**src/aow_consts.svh**
```systemverilog
// constants for the converter offset-write and conversion handshake block
`ifndef AOW_CONSTS_SVH
`define AOW_CONSTS_SVH
`define AOW_DATA_W 15
`define AOW_OFS_W 12
`define AOW_RES_W 14
`define AOW_MODE_IMM 2'h1
`define AOW_MODE_DLY 2'h2
`define AOW_CLK_NS 50
`define AOW_CONV_NS 300
`define AOW_CONV_CYC ((`AOW_CONV_NS + `AOW_CLK_NS - 1) / `AOW_CLK_NS)
`endif

```
**src/aow_pkg.sv**
```systemverilog
// types shared by the converter control block
package aow_pkg;
    typedef enum logic [2:0] {
        AOW_IDLE = 3'h1,
        AOW_CONV = 3'h2,
        AOW_DONE = 3'h4
    } aow_state_t;
endpackage

```
**src/aow_core.sv**
```systemverilog
// converter digital side: offset register, conversion handshake, data bus
`include "aow_consts.svh"

// How it works
// - offset kept until next write or reset
// - any write between conversions replaces offset
// - sample_start_n falling edge starts conversion
// - sample taken at that falling edge
// - busy_n low for whole conversion
// - busy_n rises at end of conversion
// - data driven only while cs and rd low
// - output register update by mode
module aow_core #(
    parameter int CONV_CYCLES = `AOW_CONV_CYC
) (
    input wire logic i_core_clk,
    input wire logic i_rst_b,
    input wire logic i_sample_start_n,
    input wire logic i_cs_n,
    input wire logic i_rd_n,
    input wire logic i_wr_n,
    input wire logic [1:0] i_mode,
    input wire logic [`AOW_DATA_W-1:0] i_data,
    input wire logic [`AOW_RES_W-1:0] i_adc_code,
    output logic [`AOW_RES_W-1:0] o_sample,
    output logic o_sample_strobe,
    output logic [`AOW_OFS_W-1:0] o_offset,
    output logic o_busy_n,
    output logic [`AOW_DATA_W-1:0] o_data,
    output logic o_data_oe
);
    // counter is eight bits and the walk needs at least two states
    if (CONV_CYCLES < 2 || CONV_CYCLES > 255) begin : g_conv_range
        $error("CONV_CYCLES out of range");
    end

    // synchronised pins; cs/rd/wr idle high
    logic [5:0] pins_s;
    aow_sync #(.WIDTH(6), .INIT(6'h3f)) u_sync (
        .i_core_clk(i_core_clk),
        .i_rst_b(i_rst_b),
        .i_async({i_sample_start_n, i_cs_n, i_rd_n, i_wr_n, i_mode}),
        .o_sync(pins_s)
    );
    logic start_s, cs_s, rd_s, wr_s;
    logic [1:0] mode_s;
    assign {start_s, cs_s, rd_s, wr_s, mode_s} = pins_s;

    // all state in one word; bus data and code ride two stages like the strobes
    typedef struct packed {
        aow_pkg::aow_state_t st;
        logic start_prev;
        logic wr_prev;
        logic [7:0] cnt;
        logic [`AOW_DATA_W-1:0] wdat_m;
        logic [`AOW_DATA_W-1:0] wdat_s;
        logic [`AOW_RES_W-1:0] code_m;
        logic [`AOW_RES_W-1:0] code_s;
        logic [`AOW_OFS_W-1:0] offset;
        logic [`AOW_RES_W-1:0] held;
        logic [`AOW_RES_W-1:0] result;
        logic [`AOW_RES_W-1:0] outreg;
        logic strobe;
        logic busy_n;
        logic [`AOW_DATA_W-1:0] dout;
        logic oe;
    } aow_core_state_t;

    aow_core_state_t s_q, s_d;
    logic start_fall, wr_rise;

    // next-state logic
    always_comb begin
        s_d = s_q;
        start_fall = s_q.start_prev && !start_s;
        wr_rise = !s_q.wr_prev && wr_s;
        s_d.start_prev = start_s;
        s_d.wr_prev = wr_s;
        s_d.strobe = 1'b0;
        // second stage reads only the first
        s_d.wdat_m = i_data;
        s_d.wdat_s = s_q.wdat_m;
        s_d.code_m = i_adc_code;
        s_d.code_s = s_q.code_m;
        // refused writes give no sign, so the host must watch busy_n first
        // write between conversions
        if (wr_rise && !cs_s && s_q.st == aow_pkg::AOW_IDLE) begin
            s_d.offset = s_q.wdat_s[`AOW_OFS_W-1:0];
        end
        case (s_q.st)
            aow_pkg::AOW_IDLE: begin
                if (start_fall) begin
                    s_d.st = aow_pkg::AOW_CONV;
                    s_d.held = s_q.code_s;
                    s_d.busy_n = 1'b0;
                    s_d.cnt = 8'(CONV_CYCLES - 1);
                    // delayed mode publishes previous result here
                    if (mode_s == `AOW_MODE_DLY) begin
                        s_d.outreg = s_q.result;
                        s_d.strobe = 1'b1;
                    end
                end
            end
            aow_pkg::AOW_CONV: begin
                if (s_q.cnt == 8'h01) begin
                    s_d.st = aow_pkg::AOW_DONE;
                end
                s_d.cnt = s_q.cnt - 8'h01;
            end
            aow_pkg::AOW_DONE: begin
                s_d.st = aow_pkg::AOW_IDLE;
                s_d.busy_n = 1'b1;
                // offset sign-extended and added to every result; the sum wraps, no clamp
                s_d.result = s_q.held + {{(`AOW_RES_W-`AOW_OFS_W){s_q.offset[`AOW_OFS_W-1]}},
                    s_q.offset};
                // immediate mode updates with busy rise
                if (mode_s == `AOW_MODE_IMM) begin
                    s_d.outreg = s_d.result;
                    s_d.strobe = 1'b1;
                end
            end
            default: begin
                s_d.st = aow_pkg::AOW_IDLE;
                s_d.busy_n = 1'b1;
            end
        endcase
        // drive only with cs and rd low
        s_d.oe = !cs_s && !rd_s && wr_s;
        s_d.dout = {1'b0, s_d.outreg};
    end

    // reset leaves busy_n high and the pins seen idle, so no false edge
    always_ff @(posedge i_core_clk or negedge i_rst_b) begin
        if (!i_rst_b) begin
            s_q <= '{st: aow_pkg::AOW_IDLE, start_prev: 1'b1, wr_prev: 1'b1,
                     busy_n: 1'b1, default: '0};
        end else begin
            s_q <= s_d;
        end
    end

    assign o_busy_n = s_q.busy_n;
    assign o_data = s_q.dout;
    assign o_data_oe = s_q.oe;
    assign o_offset = s_q.offset;
    assign o_sample = s_q.outreg;
    assign o_sample_strobe = s_q.strobe;

    // checks below watch only what this block drives
    // busy stays low for two cycles after it falls
    AST_BUSY_LOW: assert property (@(posedge i_core_clk) disable iff (!i_rst_b)
        $fell(o_busy_n) |-> !o_busy_n [*2])
        else $error("busy rose too early");
    AST_START_BUSY: assert property (@(posedge i_core_clk) disable iff (!i_rst_b)
        (s_q.st == aow_pkg::AOW_IDLE && start_fall) |=> !o_busy_n)
        else $error("busy did not fall after start");
    // busy returns high in bounded time
    AST_BUSY_END: assert property (@(posedge i_core_clk) disable iff (!i_rst_b)
        $fell(o_busy_n) |-> ##[1:300] o_busy_n)
        else $error("conversion never ended");
    // bus drive only with cs and rd low
    AST_OE: assert property (@(posedge i_core_clk) disable iff (!i_rst_b)
        o_data_oe |-> ($past(cs_s) == 1'b0 && $past(rd_s) == 1'b0))
        else $error("data driven without read");
    // immediate mode updates at busy rise
    AST_IMM: assert property (@(posedge i_core_clk) disable iff (!i_rst_b)
        ($rose(o_busy_n) && $past(mode_s) == `AOW_MODE_IMM) |-> o_sample_strobe)
        else $error("no update at busy rise");
    AST_DLY: assert property (@(posedge i_core_clk) disable iff (!i_rst_b)
        ($fell(o_busy_n) && $past(mode_s) == `AOW_MODE_DLY) |-> o_sample_strobe)
        else $error("no update at start edge");
    AST_WRITE: assert property (@(posedge i_core_clk) disable iff (!i_rst_b)
        (wr_rise && !cs_s && s_q.st == aow_pkg::AOW_IDLE)
        |=> o_offset == $past(s_q.wdat_s[`AOW_OFS_W-1:0]))
        else $error("offset not stored");
    AST_HOLD: assert property (@(posedge i_core_clk) disable iff (!i_rst_b)
        !wr_rise |=> $stable(o_offset))
        else $error("offset changed without write");
    // busy held low in every conversion cycle
    AST_BUSY_CONV: assert property (@(posedge i_core_clk) disable iff (!i_rst_b)
        (s_q.st == aow_pkg::AOW_CONV) |-> !o_busy_n)
        else $error("busy high during conversion");
    // busy high whenever no conversion runs
    AST_BUSY_IDLE: assert property (@(posedge i_core_clk) disable iff (!i_rst_b)
        (s_q.st == aow_pkg::AOW_IDLE) |-> o_busy_n)
        else $error("busy low while idle");
    // countdown never runs out mid conversion
    AST_CNT: assert property (@(posedge i_core_clk) disable iff (!i_rst_b)
        (s_q.st == aow_pkg::AOW_CONV) |-> (s_q.cnt != 8'h00))
        else $error("conversion counter ran out");
    // offset frozen while a conversion runs
    AST_NO_WRITE_BUSY: assert property (@(posedge i_core_clk) disable iff (!i_rst_b)
        (s_q.st != aow_pkg::AOW_IDLE) |=> $stable(o_offset))
        else $error("offset changed during conversion");
    // output register moves only with its strobe
    AST_SAMPLE_HOLD: assert property (@(posedge i_core_clk) disable iff (!i_rst_b)
        $changed(o_sample) |-> o_sample_strobe)
        else $error("sample changed without strobe");
    AST_STROBE_ONE: assert property (@(posedge i_core_clk) disable iff (!i_rst_b)
        o_sample_strobe |=> !o_sample_strobe)
        else $error("strobe longer than one cycle");
    // overrange line unused, so the top bit stays low
    AST_DATA_TOP: assert property (@(posedge i_core_clk) disable iff (!i_rst_b)
        o_data_oe |-> !o_data[`AOW_DATA_W-1])
        else $error("top data bit driven high");
endmodule

```
**src/aow_sync.sv**
```systemverilog
// two-flop synchroniser for asynchronous pins
module aow_sync #(
    parameter int WIDTH = 1,
    parameter logic [WIDTH-1:0] INIT = '0
) (
    input wire logic i_core_clk,
    input wire logic i_rst_b,
    input wire logic [WIDTH-1:0] i_async,
    output logic [WIDTH-1:0] o_sync
);
    typedef struct packed {
        logic [WIDTH-1:0] meta;
        logic [WIDTH-1:0] outv;
    } aow_sync_state_t;

    aow_sync_state_t s_q, s_d;

    // first stage feeds only the second stage
    always_comb begin
        s_d.meta = i_async;
        s_d.outv = s_q.meta;
    end

    // reset to the idle level so no false edge follows release
    always_ff @(posedge i_core_clk or negedge i_rst_b) begin
        if (!i_rst_b) begin
            s_q <= {INIT, INIT};
        end else begin
            s_q <= s_d;
        end
    end

    assign o_sync = s_q.outv;
endmodule

```
**config.mk**
```make
export PLATFORM = sky130hd
export DESIGN_NAME = aow_core
export DESIGN_NICKNAME = d
export VERILOG_FILES = /design/src/aow_pkg.sv /design/src/aow_core.sv /design/src/aow_sync.sv
export VERILOG_INCLUDE_DIRS = /design/src /design/src/src
export SDC_FILE = /design/constraint.sdc
export NUM_CORES = 1
export LEC_CHECK = 0
export ABC_CLOCK_PERIOD_IN_PS = 5550
export BUFFER_PORTS_ARGS = -buffer_cell sky130_fd_sc_hd__buf_4
export CAP_MARGIN = 20
export CELL_PAD_IN_SITES_DETAIL_PLACEMENT = 0
export CELL_PAD_IN_SITES_GLOBAL_PLACEMENT = 1
export CORE_ASPECT_RATIO = 0.7
export CORE_MARGIN = 10
export CORE_UTILIZATION = 40
export CTS_BUF_LIST = sky130_fd_sc_hd__clkbuf_8
export DETAILED_ROUTE_END_ITERATION = 6
export PLACE_DENSITY_LB_ADDON = 0.25
export SLEW_MARGIN = 20
export SYNTH_ARGS = -nofsm -noshare
export SYNTH_HDL_FRONTEND = slang
export SYNTH_SLANG_ARGS = --single-unit
export TNS_END_PERCENT = 30
```
**constraint.sdc**
```tcl
create_clock -name i_core_clk -period 5.55 [get_ports i_core_clk]
set_clock_uncertainty 0.05 [all_clocks]
set_input_delay 0 -clock i_core_clk [delete_from_list [all_inputs] [get_ports i_core_clk]]
set_output_delay 0 -clock i_core_clk [all_outputs]
set_load 0.02 [all_outputs]
```
Word-level counts from Yosys, hierarchy flattened

Index checks and enable logic that the tools add are counted.

Bits in registers: 134
Bits of input ports: 37
Output and inout port bits: 44
Logic and storage cells: 57

Add/subtract/negate cells: 2
Equal/unequal tests: 10
Muxes and demuxes: 10
Bitwise gates (word level): 1
Reduce and logical (&&, ||, !) cells: 17

Operators by type and width:

| cell                  | number |
|---|---|
| $mux W15              | 2 |
| $pmux W15 S2          | 1 |
| $mux W16              | 1 |
| $pmux W8 S2           | 1 |
| $add A14 B14 Y14      | 1 |
| $eq A8 B1 Y1 const B  | 1 |
| $mux W8               | 1 |
| $reduce_and A2 Y1     | 4 |
| $sub A8 B1 Y8 const B | 1 |
| $logic_and A1 B1 Y1   | 6 |
| $mux W3               | 2 |
| $ne A2 B2 Y1 const B  | 3 |
| $pmux W3 S2           | 1 |
| $logic_not A1 Y1      | 4 |
| $reduce_and A4 Y1     | 1 |
| $reduce_bool A2 Y1    | 2 |
| $eq A3 B1 Y1 const B  | 1 |
| $eq A3 B2 Y1 const B  | 1 |
| $eq A3 B3 Y1 const B  | 1 |
| $eq A2 B1 Y1 const B  | 1 |
| $eq A2 B2 Y1 const B  | 1 |
| $ne A2 B1 Y1 const B  | 1 |
| $pmux W1 S2           | 1 |
| $not A1 Y1            | 1 |

Longest topological paths before layout

Depth in word-level cells: 4
Mapped depth: 7

By module

A second synthesis with hierarchy kept.

Cell total of the unflattened synthesis: 409
Area, all modules: 5348.9 um^2

Modules (own cells, without submodules):

| module   | times used | cells each | area an instance (um^2) |
|---|---|---|---|
| aow_core | 1          | 397        | 5033.6 |
| aow_sync | 1          | 12         | 315.3 |

Least setup slack after synthesis

OpenSTA, ideal clock, no wires.

Path kind: reg2reg
Start: register s_q (netlist bit o_offset[0])
End: register s_q (netlist bit o_data[12])
Setup time: 95 ps
Data arrival time: 2112 ps
Setup slack: 3293 ps
Cell stages (with the launch flop): 8
Path buffers: 0
Period minus slack after synthesis: 2257 ps
Cells stage by stage: dfrtp_1 > ha_1 > fa_1 > a21o_1 > a221oi_1 > nor3_1 > o21a_1 > o31ai_1

Word-level cells in the longest chain between the ends: 3

RTL lines:

| item                   | RTL line        | source |
|---|---|---|
| start, declared        | aow_core.sv:69  | `aow_core_state_t s_q, s_d;` |
| start signal, assigned | aow_core.sv:135 | `s_q <= '{st: aow_pkg::AOW_IDLE, start_prev: 1'b1, wr_prev: 1'b1,` |
| $add A14 B14 Y14       | aow_core.sv:114 | `` s_d.result = s_q.held + {{(`AOW_RES_W-`AOW_OFS_W){s_q.offset[`AOW_OFS_W-1]}}, `` |
| $mux W15               | aow_core.sv:117 | `` if (mode_s == `AOW_MODE_IMM) begin `` |
| $pmux W15 S2           | aow_core.sv:90  | `case (s_q.st)` |

No other way between the ends. The select of a mux whose other input is x is not followed.
A chain may end at the register's enable or synchronous reset.

Worst setup path in the final report

Start: register s_q (netlist bit o_offset[0])
End: register s_q[42] (netlist name)

Word-level cells in the longest chain between the ends: 1

RTL lines:

| item             | RTL line |
|---|---|
| $add A14 B14 Y14 | aow_core.sv:114 |

No other way between the ends.

==> results.yml <==
status:
  status: "finished, final reports clean"
timing:
  hold_viol: 0
  tns_ps: 0
  max_freq_mhz: 366
  tightest_slew_ps: 956
  rsz0062_at_grt: "no"
  drv_slew: 0
  relSlewSlack_pct: 36.3
  fin_crit_ps: 2730
  finalCritPeriodShare_pct: 49.2
  setup_viol: 0
layout:
  finalNonFillerCells: 697
  drive_gt1_share_pct: 27.9
  nFillCells: 1151
  area_delta_synth_final_pct: 21.4
  antenna_cells: 0
  final_nets: 571
floorplanning:
  start_util_pct: 40.8
  rows: 35
  die_width_um: 158
  die-height_um: 117
  die_area_um2: 18500
  coreArea_um2: 13100
  io_pins: 81
critical_path:
  reg2reg_slack_ps: 2820
  crit_fanout: 4
  startpoint_type: "flop"
  slowest_delay_ps: 620
  r2r_start: "o_offset[0]$_DFFE_PN0P_"
  critPathRequiredTime_ps: 5770
  criticalPathCategory: "reg2reg"
  crit_arrival_ps: 2950
  endpoint_kind: "flop"
  critPathLaunch: "o_offset[0]$_DFFE_PN0P_"
  path_cells: "ha_1, fa_1, a21o_1, a221oi_1, o31ai_1, xnor2_1, o21ai_0"
  critPathSlowestCell: "a221oi_1"
global_route:
  antenna_found_initial: 0
  first_global_vias: 3499
  grt_use_total_pct: 12.3
  grt_pass1_wl_mm: 17.9
  grt_max_degree: 82
  grt.overflow.total: 0
clocking:
  cts_buffer_depth: 2
  root_buffer: "clkbuf_8"
  cts.sinks: 134
  path_clk_slew_ps: 80
  tritoncts: "done"
  insertion_delay_ps: 430
  cts_resized: 0
  cts_buffers: 17
  h-tree-depth: 4
route:
  drt-wirelength-per-cell_um: 15.3
  first_pass_iters: 4
  dr.first_iter.drc_count: 182
  drt_drc_violations_left: 0
  routed_wl_mm: 10.6
  vias: 3420
  ant_nets: 0
  via_per_inst: 4.91
logic_synthesis:
  synth_area_um2: 5370
  ys_seq_area_share_pct: 62.9
  synth_common_cells: "dfrtp_1, nand2_1, buf_4"
  yosys_warnings: 0
  ys.flop_type: "dfrtp_1"
  syn_area_per_cell_um2: 12.2
  ys_ff_latch: 134
  synth.most_common_cell: "dfrtp_1"
  synth-edff-count: 0
  synth_top_cell_area_share_pct: 55.0
  synthCells: 441
  synth_largest_area_cell: "dfrtp_1"
  syn-num-nets: 494
  synth_area_leaders: "dfrtp_1, dfstp_2, buf_4"
  synthArstFlopShare_pct: 100
  yosysUniqueCellTypes: 52
placed_design:
  placed_cells: 632
  place_hpwl_mm: 7.49
  port_buffers: 76
  gp_congestion: 0.812
flow_run:
  maxCapViolations: 0
min_path:
  hp-class: "in2async"
power_and_ir_drop:
  power_density_nw_per_um2: 409
  ir_worst_vdd_mv: 0.284
  p_leak_nw: 3.08
## power by group
part | switching (mW) | leakage (nW) | internal, mW
combinational | 0.410 | 1.25 | 0.288
sequential | 0.0767 | 1.63 | 1.08
clock | 0.396 | 0.196 | 0.409
## through the flow
step                      power, mW  hold WS (ps)  worst slack, ps  area, µm²  utilization, %
after floorplan                1.66          -346             3290       5370               -
after global placement         1.85          26.8             2880       5780            44.0
after detailed placement       1.86          30.1             2830       5780            44.0
after CTS                      2.70          86.3             2840       6510            49.6
after global routing           2.84           124             2620       6510            49.6
final                          2.66          89.3             2820       6510            49.6
## timing repair
action / CTS / global route
hold endpoints to repair: 85 / 0
hold buffers: 33 / 0
buffers inserted: 0 / 0
## cells in the final DEF, fill, tap and decap left out, types with 3 or more instances in the layout
cell and instances:
a21o_1 11, a21oi_1 11, a22oi_1 6, a31oi_1 6, buf_4 77, clkbuf_8 17, clkinvlp_4 3, dfrtp_1 118
dfstp_2 16, dlygate4sd3_1 33, ha_1 15, inv_1 3, inv_6 6, mux2_2 12, nand2_1 75, nand3_1 6
nand4_1 7, nor2_1 17, nor3_1 5, o21a_1 3, o21ai_0 18, o221ai_1 5, o31ai_1 9, xnor2_1 6
xor2_1 3
## path summary, 6_finish.rpt
path                                       end  depth (start not counted)
setup / recovery           s_q[42]$_DFFE_PN0N_                          7
hold / removal             o_data_oe$_DFF_PN0_                          2
setup reg to reg           s_q[42]$_DFFE_PN0N_                          7
hold reg to reg             s_q[106]$_DFF_PN0_                          0
max in group asynchronous  s_q[37]$_DFFE_PN0N_                          3
min in group i_core_clk      s_d[74]$_DFF_PN0_                          2
## logic make-up (layout without fill, tap and decap cells)
kind of cell | count (synthesis) | after routing | share of synthesized area [%]
AOI/OAI and AO/OA | 82 | 82 | 10.3
other | 1 | 1 | 0.0699
buffers and inverters | 55 | 145 | 7.06
DFF | 134 | 134 | 62.9
xor gates and xnor gates | 9 | 9 | 1.47
and+or+nand+nor | 130 | 130 | 11.5
muxes | 14 | 14 | 2.89
adders and majority gates | 16 | 16 | 3.87
## metal layers
layer / GRT usage (%) / wire [µm]
met1: 17.2 / 5250
met4: 3.94 / 54
met2: 16.7 / 4430
met3: 5.26 / 899
met5: 0 / 0
## worst max-delay path: cells and delay by family (launching register included)
| kind | cells | cell delay, ps |
|---|---|---|
| compound gates | 4 | 1170 |
| fa+ha+maj | 2 | 650 |
| flops | 1 | 410 |
| xor+xnor | 1 | 300 |
## state kept, by name, summed over array words and instances, names as in the netlist
| signal | flops |
|---|---|
| u_sync.s_d | 6 |
| u_sync.o_sync | 6 |
| o_offset | 12 |
| o_data_oe | 1 |
| o_data | 14 |
| s_d | 26 |
| s_q | 67 |
| o_busy_n | 1 |
| o_sample_strobe | 1 |
## cell type report
class	count	area [µm²]	share of cell area [%]
clock buffer	17	234	3.59
clock inverter	15	165	2.54
inverter	3	11.3	0.173
multi-input combinational	252	1610	24.8
sequential	134	3370	51.8
tap	166	208	3.19
timing repair buffer	110	908	13.9
Note: power is estimated with default switching activity, not from simulation.
